### src/dio_pkg.sv
// Package for the discrete input/output conditioner.
// Assumes a single 50 MHz system clock; all users name items as dio_pkg::name.
package dio_pkg;
  // ----------------------------------------------------------------
  // Channel counts and timing
  // ----------------------------------------------------------------
  localparam int TOTAL_CH = 32;
  localparam int SPLIT_A_IN = 16;
  localparam int SPLIT_B_IN = 8;
  localparam int DLY_W = 16;
  localparam int CLK_HZ = 50000000;
  localparam int TICK_PERIOD_S = 1;
  localparam int TICK_CYCLES = CLK_HZ * TICK_PERIOD_S;
  localparam int TICK_W = 26;
  // ----------------------------------------------------------------
  // Encodings
  // ----------------------------------------------------------------
  typedef enum logic [1:0] {
    EVT_NONE = 2'h0,
    EVT_RISE = 2'h1,
    EVT_FALL = 2'h2,
    EVT_BOTH = 2'h3
  } dio_evt_t;
  typedef enum logic [1:0] {
    SRC_OFF = 2'h0,
    SRC_SIGNAL = 2'h1,
    SRC_CONST0 = 2'h2,
    SRC_CONST1 = 2'h3
  } dio_src_t;
  localparam logic SPLIT_16_16 = 1'h0;
  localparam logic SPLIT_8_24 = 1'h1;
endpackage : dio_pkg

### src/dio_conditioner.sv
// Discrete input qualification and discrete output drive, 32 pin slots.
// Assumes pins are asynchronous; configuration ports are steady on clk_sys_i.
`timescale 1ns/100ps

// What this block does
// - Each input yields a status output following its qualified on/off state.
// - Polarity: closed contact is ON when normal, OFF when inverted.
// - Entering ON waits the programmed delay in seconds before status shows ON.
// - Leaving ON before delay ends restarts qualification, no ON shown.
// - Input event selector none/rising/falling/both picks which status changes raise events.
// - Output polarity: energize on source ON when normal, on OFF when inverted, except a disabled source energizes only when claimed by time-proportioning output.
// - Output source is disabled, a discrete signal, or a constant level.
// - Output event selector; output events stored only when storage accepts events.
// - Output claimed by time-proportioning output follows only that function.
// - Channel split is 16 inputs/16 outputs or 8 inputs/24 outputs.
module dio_conditioner #(
  parameter int TICK_CYCLES = dio_pkg::TICK_CYCLES
) (
  input wire logic clk_sys_i,
  input wire logic rst_i,
  input wire logic split_sel_i,
  input wire logic [31:0] pin_in_i,
  input wire logic [31:0] in_invert_i,
  input wire logic [511:0] in_delay_s_i,
  input wire logic [63:0] in_evt_sel_i,
  input wire logic [31:0] out_invert_i,
  input wire logic [63:0] out_src_sel_i,
  input wire logic [31:0] out_src_sig_i,
  input wire logic [63:0] out_evt_sel_i,
  input wire logic store_events_i,
  input wire logic [31:0] tpo_claim_i,
  input wire logic [31:0] time_proportioning_output_i,
  output logic [31:0] input_channel_status_o,
  output logic [31:0] in_valid_o,
  output logic [31:0] in_event_o,
  output logic [31:0] out_drive_o,
  output logic [31:0] out_valid_o,
  output logic [31:0] out_event_o
);
  localparam int N = dio_pkg::TOTAL_CH;
  localparam int DW = dio_pkg::DLY_W;

  typedef struct packed {
    logic [N-1:0] sync1;
    logic [N-1:0] sync2;
    logic [dio_pkg::TICK_W-1:0] tick_cnt;
    logic tick;
    logic [N-1:0][DW-1:0] elapsed;
    logic [N-1:0] status;
    logic [N-1:0] in_evt;
    logic [N-1:0] drive;
    logic [N-1:0] out_evt;
  } dio_state_t;

  dio_state_t st_reg;
  dio_state_t st_next;
  logic [N-1:0] is_input;

  // ----------------------------------------------------------------
  // Channel split
  // ----------------------------------------------------------------
  // Low slots are inputs, the rest outputs; input count from the split select
  always_comb
  begin
    for (int i = 0; i < N; i++)
    begin
      is_input[i] = (split_sel_i == dio_pkg::SPLIT_8_24) ? (i < dio_pkg::SPLIT_B_IN)
                                                          : (i < dio_pkg::SPLIT_A_IN);
    end
  end

  // ----------------------------------------------------------------
  // Next-state logic
  // ----------------------------------------------------------------
  // One process covers sync, tick divider, input qualify and output drive
  always_comb
  begin
    logic raw_on;
    logic src_on;
    logic new_drive;
    logic [1:0] esel;
    raw_on = 1'b0;
    src_on = 1'b0;
    new_drive = 1'b0;
    esel = 2'h0;
    st_next = st_reg;
    // Two stages before any logic reads a pin
    st_next.sync1 = pin_in_i;
    st_next.sync2 = st_reg.sync1;
    // One-second enable pulse
    st_next.tick = 1'b0;
    if (st_reg.tick_cnt == dio_pkg::TICK_W'(TICK_CYCLES - 1))
    begin
      st_next.tick_cnt = '0;
      st_next.tick = 1'b1;
    end
    else
    begin
      st_next.tick_cnt = st_reg.tick_cnt + 1'b1;
    end
    for (int i = 0; i < N; i++)
    begin
      st_next.in_evt[i] = 1'b0;
      st_next.out_evt[i] = 1'b0;
      if (is_input[i])
      begin
        st_next.drive[i] = 1'b0;
        raw_on = st_reg.sync2[i] ^ in_invert_i[i];
        esel = in_evt_sel_i[2*i +: 2];
        if (!raw_on)
        begin
          // Dropping out restarts qualification
          st_next.elapsed[i] = '0;
          st_next.status[i] = 1'b0;
        end
        else if (st_reg.elapsed[i] >= in_delay_s_i[DW*i +: DW])
        begin
          st_next.status[i] = 1'b1;
        end
        else if (st_reg.tick)
        begin
          st_next.elapsed[i] = st_reg.elapsed[i] + 1'b1;
        end
        if (st_next.status[i] != st_reg.status[i])
        begin
          st_next.in_evt[i] = st_next.status[i] ? esel[0] : esel[1];
        end
      end
      else
      begin
        st_next.status[i] = 1'b0;
        st_next.elapsed[i] = '0;
        case (dio_pkg::dio_src_t'(out_src_sel_i[2*i +: 2]))
          dio_pkg::SRC_OFF: src_on = 1'b0;
          dio_pkg::SRC_SIGNAL: src_on = out_src_sig_i[i];
          dio_pkg::SRC_CONST0: src_on = 1'b0;
          dio_pkg::SRC_CONST1: src_on = 1'b1;
          default: src_on = 1'b0;
        endcase
        // Disabled source keeps the load off regardless of polarity
        if (out_src_sel_i[2*i +: 2] == dio_pkg::SRC_OFF)
          new_drive = 1'b0;
        else
          new_drive = src_on ^ out_invert_i[i];
        if (tpo_claim_i[i])
          new_drive = time_proportioning_output_i[i];
        st_next.drive[i] = new_drive;
        esel = out_evt_sel_i[2*i +: 2];
        if (new_drive != st_reg.drive[i] && store_events_i)
        begin
          st_next.out_evt[i] = new_drive ? esel[0] : esel[1];
        end
      end
    end
  end

  // ----------------------------------------------------------------
  // State register
  // ----------------------------------------------------------------
  always_ff @(posedge clk_sys_i or posedge rst_i)
  begin
    if (rst_i)
      st_reg <= '0;
    else
      st_reg <= st_next;
  end

  // Outputs straight from flops; valid masks follow the split
  assign input_channel_status_o = st_reg.status;
  assign in_event_o = st_reg.in_evt;
  assign out_drive_o = st_reg.drive;
  assign out_event_o = st_reg.out_evt;
  assign in_valid_o = is_input;
  assign out_valid_o = ~is_input;

  // ----------------------------------------------------------------
  // Checks
  // ----------------------------------------------------------------
  chk_status_needs_raw: assert property (@(posedge clk_sys_i) disable iff (rst_i)
    (is_input[0] && $stable(split_sel_i) && (st_reg.sync2[0] ^ in_invert_i[0]) == 1'b0)
      |=> !st_reg.status[0])
    else $error("status stayed on with raw input off");
  chk_zero_delay_pass: assert property (@(posedge clk_sys_i) disable iff (rst_i)
    (is_input[0] && in_delay_s_i[DW-1:0] == '0 && (st_reg.sync2[0] ^ in_invert_i[0]) && $stable(split_sel_i))
      |=> st_reg.status[0])
    else $error("zero delay did not pass through");
  chk_status_delay: assert property (@(posedge clk_sys_i) disable iff (rst_i)
    $rose(st_reg.status[0]) |-> st_reg.elapsed[0] >= in_delay_s_i[DW-1:0])
    else $error("status rose before delay");
  chk_rise_event: assert property (@(posedge clk_sys_i) disable iff (rst_i)
    (st_reg.in_evt[0]) |-> ($past(in_evt_sel_i[1:0]) != dio_pkg::EVT_NONE))
    else $error("input event with selector none");
  chk_tpo_drive: assert property (@(posedge clk_sys_i) disable iff (rst_i)
    (!is_input[N-1] && tpo_claim_i[N-1]) |=> st_reg.drive[N-1] == $past(time_proportioning_output_i[N-1]))
    else $error("claimed output not driven by time proportioning");
  chk_out_event_gate: assert property (@(posedge clk_sys_i) disable iff (rst_i)
    st_reg.out_evt[N-1] |-> $past(store_events_i))
    else $error("output event without storage enabled");
  chk_out_polarity: assert property (@(posedge clk_sys_i) disable iff (rst_i)
    (!is_input[N-1] && !tpo_claim_i[N-1] && out_src_sel_i[2*N-1 -: 2] == dio_pkg::SRC_CONST1)
      |=> st_reg.drive[N-1] == !$past(out_invert_i[N-1]))
    else $error("output polarity wrong");
  chk_split_mask: assert property (@(posedge clk_sys_i) disable iff (rst_i)
    (split_sel_i == dio_pkg::SPLIT_8_24) |-> (in_valid_o == 32'h0000_00FF))
    else $error("split mask wrong");

  // Slot 0 is an input and slot 31 an output under either split, so both are always watchable
  chk_fall_event: assert property (@(posedge clk_sys_i) disable iff (rst_i)
    ($fell(st_reg.status[0]) && $past(in_evt_sel_i[1]))
      |-> st_reg.in_evt[0])
    else $error("falling status gave no event");
  chk_src_off_drive: assert property (@(posedge clk_sys_i) disable iff (rst_i)
    (!is_input[N-1] && !tpo_claim_i[N-1] && out_src_sel_i[2*N-1 -: 2] == dio_pkg::SRC_OFF)
      |=> !st_reg.drive[N-1])
    else $error("disabled output still driven");
  // Drive is judged against the split seen when it was computed
  chk_input_no_drive: assert property (@(posedge clk_sys_i) disable iff (rst_i)
    1'b1
      |=> ((st_reg.drive & $past(is_input)) == '0))
    else $error("input slot drives a load");
endmodule : dio_conditioner

### config.mk
export PLATFORM = sky130hd
export DESIGN_NAME = dio_conditioner
export DESIGN_NICKNAME = d
export VERILOG_FILES = /design/src/dio_pkg.sv /design/src/dio_conditioner.sv
export SDC_FILE = /design/constraint.sdc
export NUM_CORES = 1
export LEC_CHECK = 0
export BUFFER_PORTS_ARGS = -buffer_cell sky130_fd_sc_hd__buf_2
export CORE_AREA = 2 2 422 424
export DETAILED_ROUTE_END_ITERATION = 10
export DIE_AREA = 0 0 424 426
export PLACE_DENSITY = 0.35
export REMOVE_ABC_BUFFERS = 1
export SYNTH_ARGS = -nofsm -noshare
export SYNTH_HDL_FRONTEND = slang
export SYNTH_SLANG_ARGS = --single-unit
export TNS_END_PERCENT = 30
### constraint.sdc
create_clock -name clk_sys_i -period 22.7 [get_ports clk_sys_i]
set_input_delay 2.27 -clock clk_sys_i [delete_from_list [all_inputs] [get_ports clk_sys_i]]
set_output_delay 2.27 -clock clk_sys_i [all_outputs]
set_load 0.005 [all_outputs]
Word-level counts from Yosys, hierarchy flattened. Index checks and enable logic that the tools add are counted.

Bits of input ports: 900. Register bits after elaboration: 395. Output and inout bits: 192. Logic and storage cells: 630.

Bitwise logic cells: 41. Reduce and logical (&&, ||, !) cells: 88. Equality and inequality tests: 145. $lt $le $gt $ge: 16. Mux-type cells: 299. $add $sub $neg: 17.

Operators with widths (count): 16-bit two-way mux (56); 16-bit by 1-bit adder with 16-bit output, second input constant (16); 16-bit greater-or-equal comparator (16); 1-bit two-way mux (218); 2-bit equality test, second input constant (48); 1-bit case mux with 3 select lines (24); 2-bit by 1-bit equality test with 1-bit output, second input constant (24); 2-bit logical NOT (24); 3-bit != test, second input constant (16); 2-bit OR reduction (24); 1-bit != test (40); 1-bit XOR (40); 2-bit != test, second input constant (16); 16-bit inverter with 32-bit output (1); 2-bit AND reduction (16); 26-bit by 1-bit adder with 26-bit output, second input constant (1); 26-bit equality test, second input constant (1); 26-bit two-way mux (1); 1-bit logical AND (24).

Longest topological paths before layout. Gate-level depths: netlist of run 1.

Depth after elaboration: 12. Depth in mapped cells: 11. Gate-level depth less buffers: 9.

Least setup slack after synthesis of run 1. No wires, ideal clock.

Kind: in2out. Start: in split_sel_i. End: out in_valid_o[10]. Stages on the path: 4. Slack: 17.078 ns. Data arrival time: 3.352 ns. Required time: 20.430 ns. Buffers on the path: 3. Cells stage by stage: clkbuf_1 clkbuf_1 clkinv_1 buf_4.

Cells in the longest elaborated chain, start to end: 1.

RTL lines: start: declaration (line dio_conditioner.sv:21) `input wire logic split_sel_i,`; 1-bit two-way mux; end: declaration (line dio_conditioner.sv:34) `output logic [31:0] in_valid_o,`.

Every way passes these cells.

Worst setup path after layout of run 1.
Start: in split_sel_i. End: out in_valid_o[8].

Cells in the longest elaborated chain, start to end: 1.

RTL lines: 1-bit two-way mux (line dio_conditioner.sv:67) `is_input[i] = (split_sel_i == dio_pkg::SPLIT_8_24) ? (i < dio_pkg::SPLIT_B_IN)`.

Every way passes these cells.

==> impl_metrics.toml, run 1 <==
[timing]
relSlewSlack_pct = 25.78
worst_slack_ns = 16.76
setup_viol = 0
rsz0062_at_grt = "false"
whs_ns = 0.3470
finalCritPeriodShare_pct = 26.17
min_period_ns = 5.939
fmax_mhz = 168.4
setup_tns_ns = 0
tightest_slew_ns = 1.109
fin_worst_skew_ns = 0.04244
final_max_slew_viol_count = 0
hold_viol_final = 0

[layout]
drive_above_1_share_pct = 21.85
final_common_cell = "buf_2"
largest_reg_flops = 299
area_growth_pct = 25.48
layout_common_cells = "buf_2 (611), dfrtp_1 (394), nor2_1 (335), inv_1 (295), ha_1 (273)"
fin_util_pct = 19.06
fillers = 19706
finalNetCount = 4725
final_cells = 5941

[yosys]
syn_avg_cell_area_um2 = 8.849
yosysWarningCount = 0
yosys.area_share.adder_pct = 12.80
synth_top_family_by_area = "simple AND/OR/NAND/NOR gates"
synth_compound_area_share_pct = 10.64
syn_inst = 3016
synth-seq-cells = 395
synth_edf_count = 0
synth_area_mm2 = 0.02669
synth_top_area_share_pct = 37.04
synth_area_leaders = "dfrtp_1 (37%), ha_1 (13%), buf_4 (5.4%)"
ys.flop_type = "dfrtp_1"
yosysTopAreaCell = "dfrtp_1"
ys_async_sr_fraction_pct = 100.0
synth-simple-area-share_pct = 19.80
synth_xor_xnor_area_share_pct = 7.876
ys_seq_area_share_pct = 37.04
yosysUniqueCellTypes = 68
synth_mux_area_share_pct = 1.313

[setup_path]
cp.depth = 4
reg2reg_depth = 9
path_cells = "buf_2, buf_4, clkinv_1, buf_2"
crit_fanout = 27
cp-start-kind = "input pin"
r2r_start = "st_reg[272]$_DFFE_PP0P_"
path_buf_inv = 4
cp-end-kind = "primary output"
critPathSlowestCell = "clkinv_1"
arrival_ns = 3.67
endpoint = "in_valid_o[8]"
reg2reg_slack_ns = 19.44
critPathKind = "input pin to primary output"
reg2reg_to = "st_reg[287]$_DFFE_PP0P_"
max_stage_delay_ns = 0.61
crit_path_frequent_cell = "buf_2"
critPathLaunch = "split_sel_i"
crit_family = "buffers and inverters"
crit_required_ns = 20.43

[detailed_routing]
vias_per_cell = 3.741
ant_nets = 0
num_vias = 22224
dr.pass1.iters = 5
drtIter0Drc = 827
routed_wl_um = 92180
wl_per_cell_um = 15.52
drc = 0

[clocking]
clockRootBuffer = "clkbuf_16"
cts_buffers = 57
cts.repair.resized = 0
cts.clk_slew.worst_paths_ns = 0.06
h-tree-depth = 2
clockBufferDepth = 3
cts.sinks = 395
cts_hold_buf = 0
clk_latency_ns = 0.66
cts_setup_buffers = 0
cts_tree = "done"

[placement]
port_buffers = 611
gp_congestion = 0.7522
dp_hpwl_um = 72140
dp_cells = 5833
place_ws_ns = 16.71

[grt]
grt_max_degree = 85
antenna_found_initial = 19
gr-total-overflow = 0
grt_pass1_vias = 22381
grt_pass1_wl_um = 138400
grt_usage_pct = 9.929

[pwr]
power.density_mw_per_mm2 = 54.16
vdd_ir_drop_max_mv = 0.05896
p_leak_uw = 0.01640

[floorplanning]
core_mm2 = 0.1757
dieHeight_um = 426
die_area_mm2 = 0.1806
start_util_pct = 15.19
io_pins = 1092
die_w_um = 424
row_count = 154

[hold_path]
min-delay-start = "st_next[681]$_DFF_PP0_"
hold_class = "flop to flop"

[flow_run]
cap_violations = 0

[run_status]
status = "complete, no violations"
[area by class of cell]
class / count / area [µm²] / share of cell area (%)
tap: 2340 / 2928 / 8.742
sequential: 395 / 9888 / 29.53
timing repair buffer: 636 / 3246 / 9.691
multi-input combinational: 2164 / 14380 / 42.92
antenna: 3 / 7.507 / 0.02242
clock buffer: 88 / 1733 / 5.174
clock inverter: 17 / 186.4 / 0.5567
inverter: 298 / 1126 / 3.362
[metrics by stage]
| stage | cell area, µm² | total power, µW |
|---|---|---|
| after floorplan | 25360 | 807.9 |
| after global placement | 31560 | 910.2 |
| after detailed placement | 31560 | 911.5 |
| after CTS | 33480 | 1875 |
| after global routing | 33480 | 1915 |
| final | 33490 | 1814 |
[worst reg2reg max path, stage by stage (launching register included)]
cell      delay [ns]
dfrtp_1         0.54
inv_1           0.08
ha_1            0.26
nand2b_1        0.14
a2111o_1        0.41
a32oi_1         0.38
and3_1          0.46
nand4_1         0.25
or4_1           0.51
a21oi_1         0.16
[how the worst min path moves through the flow]
stage	cells past startpoint	to	slack, ns
detailed placement	0	st_reg[677]$_DFF_PP0_	0.34
global placement	0	st_reg[681]$_DFF_PP0_	0.33
finish	0	st_reg[681]$_DFF_PP0_	0.35
global route	0	st_reg[677]$_DFF_PP0_	0.35
floorplan	0	st_reg[667]$_DFF_PP0_	0.33
CTS	0	st_reg[667]$_DFF_PP0_	0.35
[cell usage after synthesis, drive strengths merged, types with 27 or more instances]
library cell / count
xor2: 118
ha: 273
or3: 42
nor2: 335
nand4: 102
o21ai: 110
and3: 61
inv: 296
xnor2: 122
dfrtp: 395
clkbuf: 41
buf: 212
a21o: 27
nand2: 192
a21oi: 166
o21a: 35
nor3: 56
nand3: 126
[report_power, final]
part           switching, µW  internal, µW  leakage (µW)  total (µW)
Sequential              4.55           713       0.00539         718
Clock                    376           547      0.000955         923
Combinational            104          69.8        0.0101         173
[cell families after synthesis]
kind of cell	after synthesis
compound gates	456
xor+xnor	240
fa+ha+maj	273
buf+inv	551
flops	395
mux	33
other cells	2
simple gates	1066
[routing by layer]
layer | track usage (%) | vias up | part of all wire [%]
met5 | 0 | - | 0.099
met4 | 2.473 | 12 | 2.3
met3 | 2.045 | 117 | 4.6
met2 | 17.61 | 482 | 50
met1 | 12.16 | 10419 | 43
li1 | - | 11194 | -
No activity file was read; power rests on OpenSTA's default activity.
==> run 2: changes to the inputs <==
--- a/config.mk
+++ b/config.mk
@@ -5,11 +5,12 @@
 export SDC_FILE = /design/constraint.sdc
 export NUM_CORES = 1
 export LEC_CHECK = 0
+export ABC_AREA = 1
 export BUFFER_PORTS_ARGS = -buffer_cell sky130_fd_sc_hd__buf_2
-export CORE_AREA = 2 2 422 424
+export CORE_AREA = 2 2 425 427
 export DETAILED_ROUTE_END_ITERATION = 10
-export DIE_AREA = 0 0 424 426
-export PLACE_DENSITY = 0.35
+export DIE_AREA = 0 0 427 429
+export PLACE_DENSITY = 0.39
 export REMOVE_ABC_BUFFERS = 1
 export SYNTH_ARGS = -nofsm -noshare
 export SYNTH_HDL_FRONTEND = slang
==> constraint.sdc (replaced) <==
create_clock -name clk_sys_i -period 4.8 [get_ports clk_sys_i]
set_input_delay 0.48 -clock clk_sys_i [delete_from_list [all_inputs] [get_ports clk_sys_i]]
set_output_delay 0.48 -clock clk_sys_i [all_outputs]
set_load 0.005 [all_outputs]
==> run 2 against run 1 <==
Compared with the run above:
- power grew to 5.4 times the previous value
- sequential share of layout area shrank 4.5 points
- largest power group unchanged
- core utilization grew 3.2 points
- largest cell class unchanged
- critical endpoint is now in_event_o[7]$_DFF_PP0_
==> impl_metrics.toml, run 2 <==
[run_status]
status = "complete, no violations"

[detailed_routing]
wl_per_cell_um = 15.41
dr.pass1.iters = 6
num_vias = 30238
drc = 0
ant_nets = 0
routed_wl_um = 116800
drtIter0Drc = 1304
vias_per_cell = 3.991

[setup_path]
crit_family = "buffers and inverters"
crit_fanout = 19
cp.depth = 5
crit_required_ns = 5.38
critPathKind = "flop to flop"
critPathSlowestCell = "xnor2_2"
path_buf_inv = 2
arrival_ns = 3.06
cp-end-kind = "flop"
reg2reg_depth = 5
cp-start-kind = "flop"
path_cells = "xnor2_2, inv_2, nand4_1, nand2_1, dlygate4sd3_1"
max_stage_delay_ns = 0.76

[yosys]
yosysTopAreaCell = "dfrtp_1"
synth_top_area_share_pct = 30.61
yosysWarningCount = 0
synthTopCellsByCount = "nand2_1 (1273), inv_1 (580), nor2_1 (510)"
syn_avg_cell_area_um2 = 7.036
ys_async_sr_fraction_pct = 100.0
syn_inst = 4590
ys_seq_area_share_pct = 30.61
synth-seq-cells = 395
synth_area_mm2 = 0.03230
synth_area_leaders = "dfrtp_1 (31%), nand2_1 (15%), ha_1 (11%)"
ys.flop_type = "dfrtp_1"
yosysUniqueCellTypes = 52
synth.most_common_cell = "nand2_1"
synth_edf_count = 0

[clocking]
cts_buffers = 61
h-tree-depth = 2
cts.sinks = 395
cts_tree = "done"
clockRootBuffer = "clkbuf_16"
cts.clk_slew.worst_paths_ns = 0.06
cts_setup_buffers = 0
clk_latency_ns = 0.71
cts_hold_buf = 53
cts.repair.resized = 0
clockBufferDepth = 3

[layout]
drive_above_1_share_pct = 17.84
largest_reg_flops = 299
final_cells = 7577
layout_common_cells = "nand2_1 (1273), buf_2 (610), inv_1 (579), nor2_1 (510), nand3_1 (412)"
area_growth_pct = 22.52
fin_util_pct = 22.23
fillers = 20154
finalNetCount = 6336
final_common_cell = "nand2_1"

[grt]
antenna_found_initial = 31
grt_max_degree = 107
grt_pass1_wl_um = 178100
grt_pass1_vias = 29585
gr-total-overflow = 0
grt_usage_pct = 12.52

[timing]
final_max_slew_viol_count = 0
worst_slack_ns = 2.317
min_period_ns = 2.483
hold_viol_final = 0
tightest_slew_ns = 1.011
fin_worst_skew_ns = 0.02605
setup_viol = 0
relSlewSlack_pct = 32.58
rsz0062_at_grt = "false"
fmax_mhz = 402.7
finalCritPeriodShare_pct = 51.73

[floorplanning]
die_area_mm2 = 0.1832
dieHeight_um = 429
row_count = 155
core_mm2 = 0.1780
die_w_um = 427
start_util_pct = 18.14
io_pins = 1092

[placement]
place_ws_ns = 2.151
dp_cells = 7402
dp_hpwl_um = 90970
port_buffers = 611
gp_congestion = 0.9202

[hold_path]
hold_depth = 3
hold_class = "input pin to flop"

[pwr]
power.density_mw_per_mm2 = 247.8
vdd_ir_drop_max_mv = 0.2651
p_leak_uw = 0.02052

[flow_run]
cap_violations = 0
[run 2: cell types whose count changed after synthesis, sizes merged, moves of 23 or more]
cell	previous run	this run
nor3	56	97
buf	212	259
a31o	0	23
a21o	27	1
and3	61	3
o21a	35	2
nand2	192	1319
or3	42	0
nand2b	23	0
inv	296	599
xnor2	122	49
clkbuf	41	10
nor2	335	538
nand3	126	432
[run 2: metal layers]
layer	global-route usage [%]	share of wire [%]	vias up
met2	22.70	50	615
li1	-	-	15587
met1	14.45	41	13860
met5	0	0.098	-
met4	3.908	3.4	18
met3	2.784	5.0	158
[run 2: stage by stage]
step	cell area (µm²)	total power, µW	setup TNS, ns	hold slack, ns
after global routing	39560	10380	0	0.04210
after CTS	39550	10090	0	0.0005731
after detailed placement	36870	4987	0	0.3372
after global placement	36870	4977	0	0.3323
after floorplan	30650	4307	-2631.75	0.3312
final	39570	9807	0	0.07853
[run 2: layout make-up]
type / count / area [µm²] / area share [%]
tap: 2355 / 2947 / 7.447
inverter: 604 / 2275 / 5.749
clock buffer: 85 / 1789 / 4.522
multi-input combinational: 3416 / 18500 / 46.75
timing repair buffer: 685 / 3790 / 9.578
clock inverter: 28 / 359.1 / 0.9075
antenna: 9 / 22.52 / 0.05692
sequential: 395 / 9888 / 24.99
[run 2: path summary, 6_finish.rpt]
check | from | endpoint | slack [ns]
setup / recovery | st_reg[674]$_DFF_PP0_ | in_event_o[7]$_DFF_PP0_ | 2.32
hold / removal | out_evt_sel_i[28] | out_event_o[14]$_DFF_PP0_ | 0.08
setup reg to reg | st_reg[674]$_DFF_PP0_ | in_event_o[7]$_DFF_PP0_ | 2.32
hold reg to reg | st_next[681]$_DFF_PP0_ | st_reg[681]$_DFF_PP0_ | 0.35
max in group asynchronous | rst_i | st_reg[167]$_DFFE_PP0P_ | 3.29
min in group asynchronous | rst_i | in_event_o[15]$_DFF_PP0_ | 0.42
[run 2: worst min-delay path: stages]
cell     delay [ns]
buf_2          0.07
a21oi_1        0.05
nor2_1         0.11
[run 2: report_power, final]
group          internal, µW  switching [µW]  leakage, µW
Clock                  3000            1880      0.00106
Combinational           500             868       0.0141
Sequential             3440             115      0.00535
[run 2: kinds of logic (layout without fill, tap and decap cells)]
kind of cell,count (synthesis),in the layout,synth area share (%)
AOI/OAI and AO/OA,346,346,6.044
buffers and inverters,873,1402,13.21
DFF,395,395,30.61
and+or+nand+nor,2544,2544,35.10
other,2,105,0.02325
adders and majority gates,273,273,10.58
xor gates and xnor gates,157,157,4.444
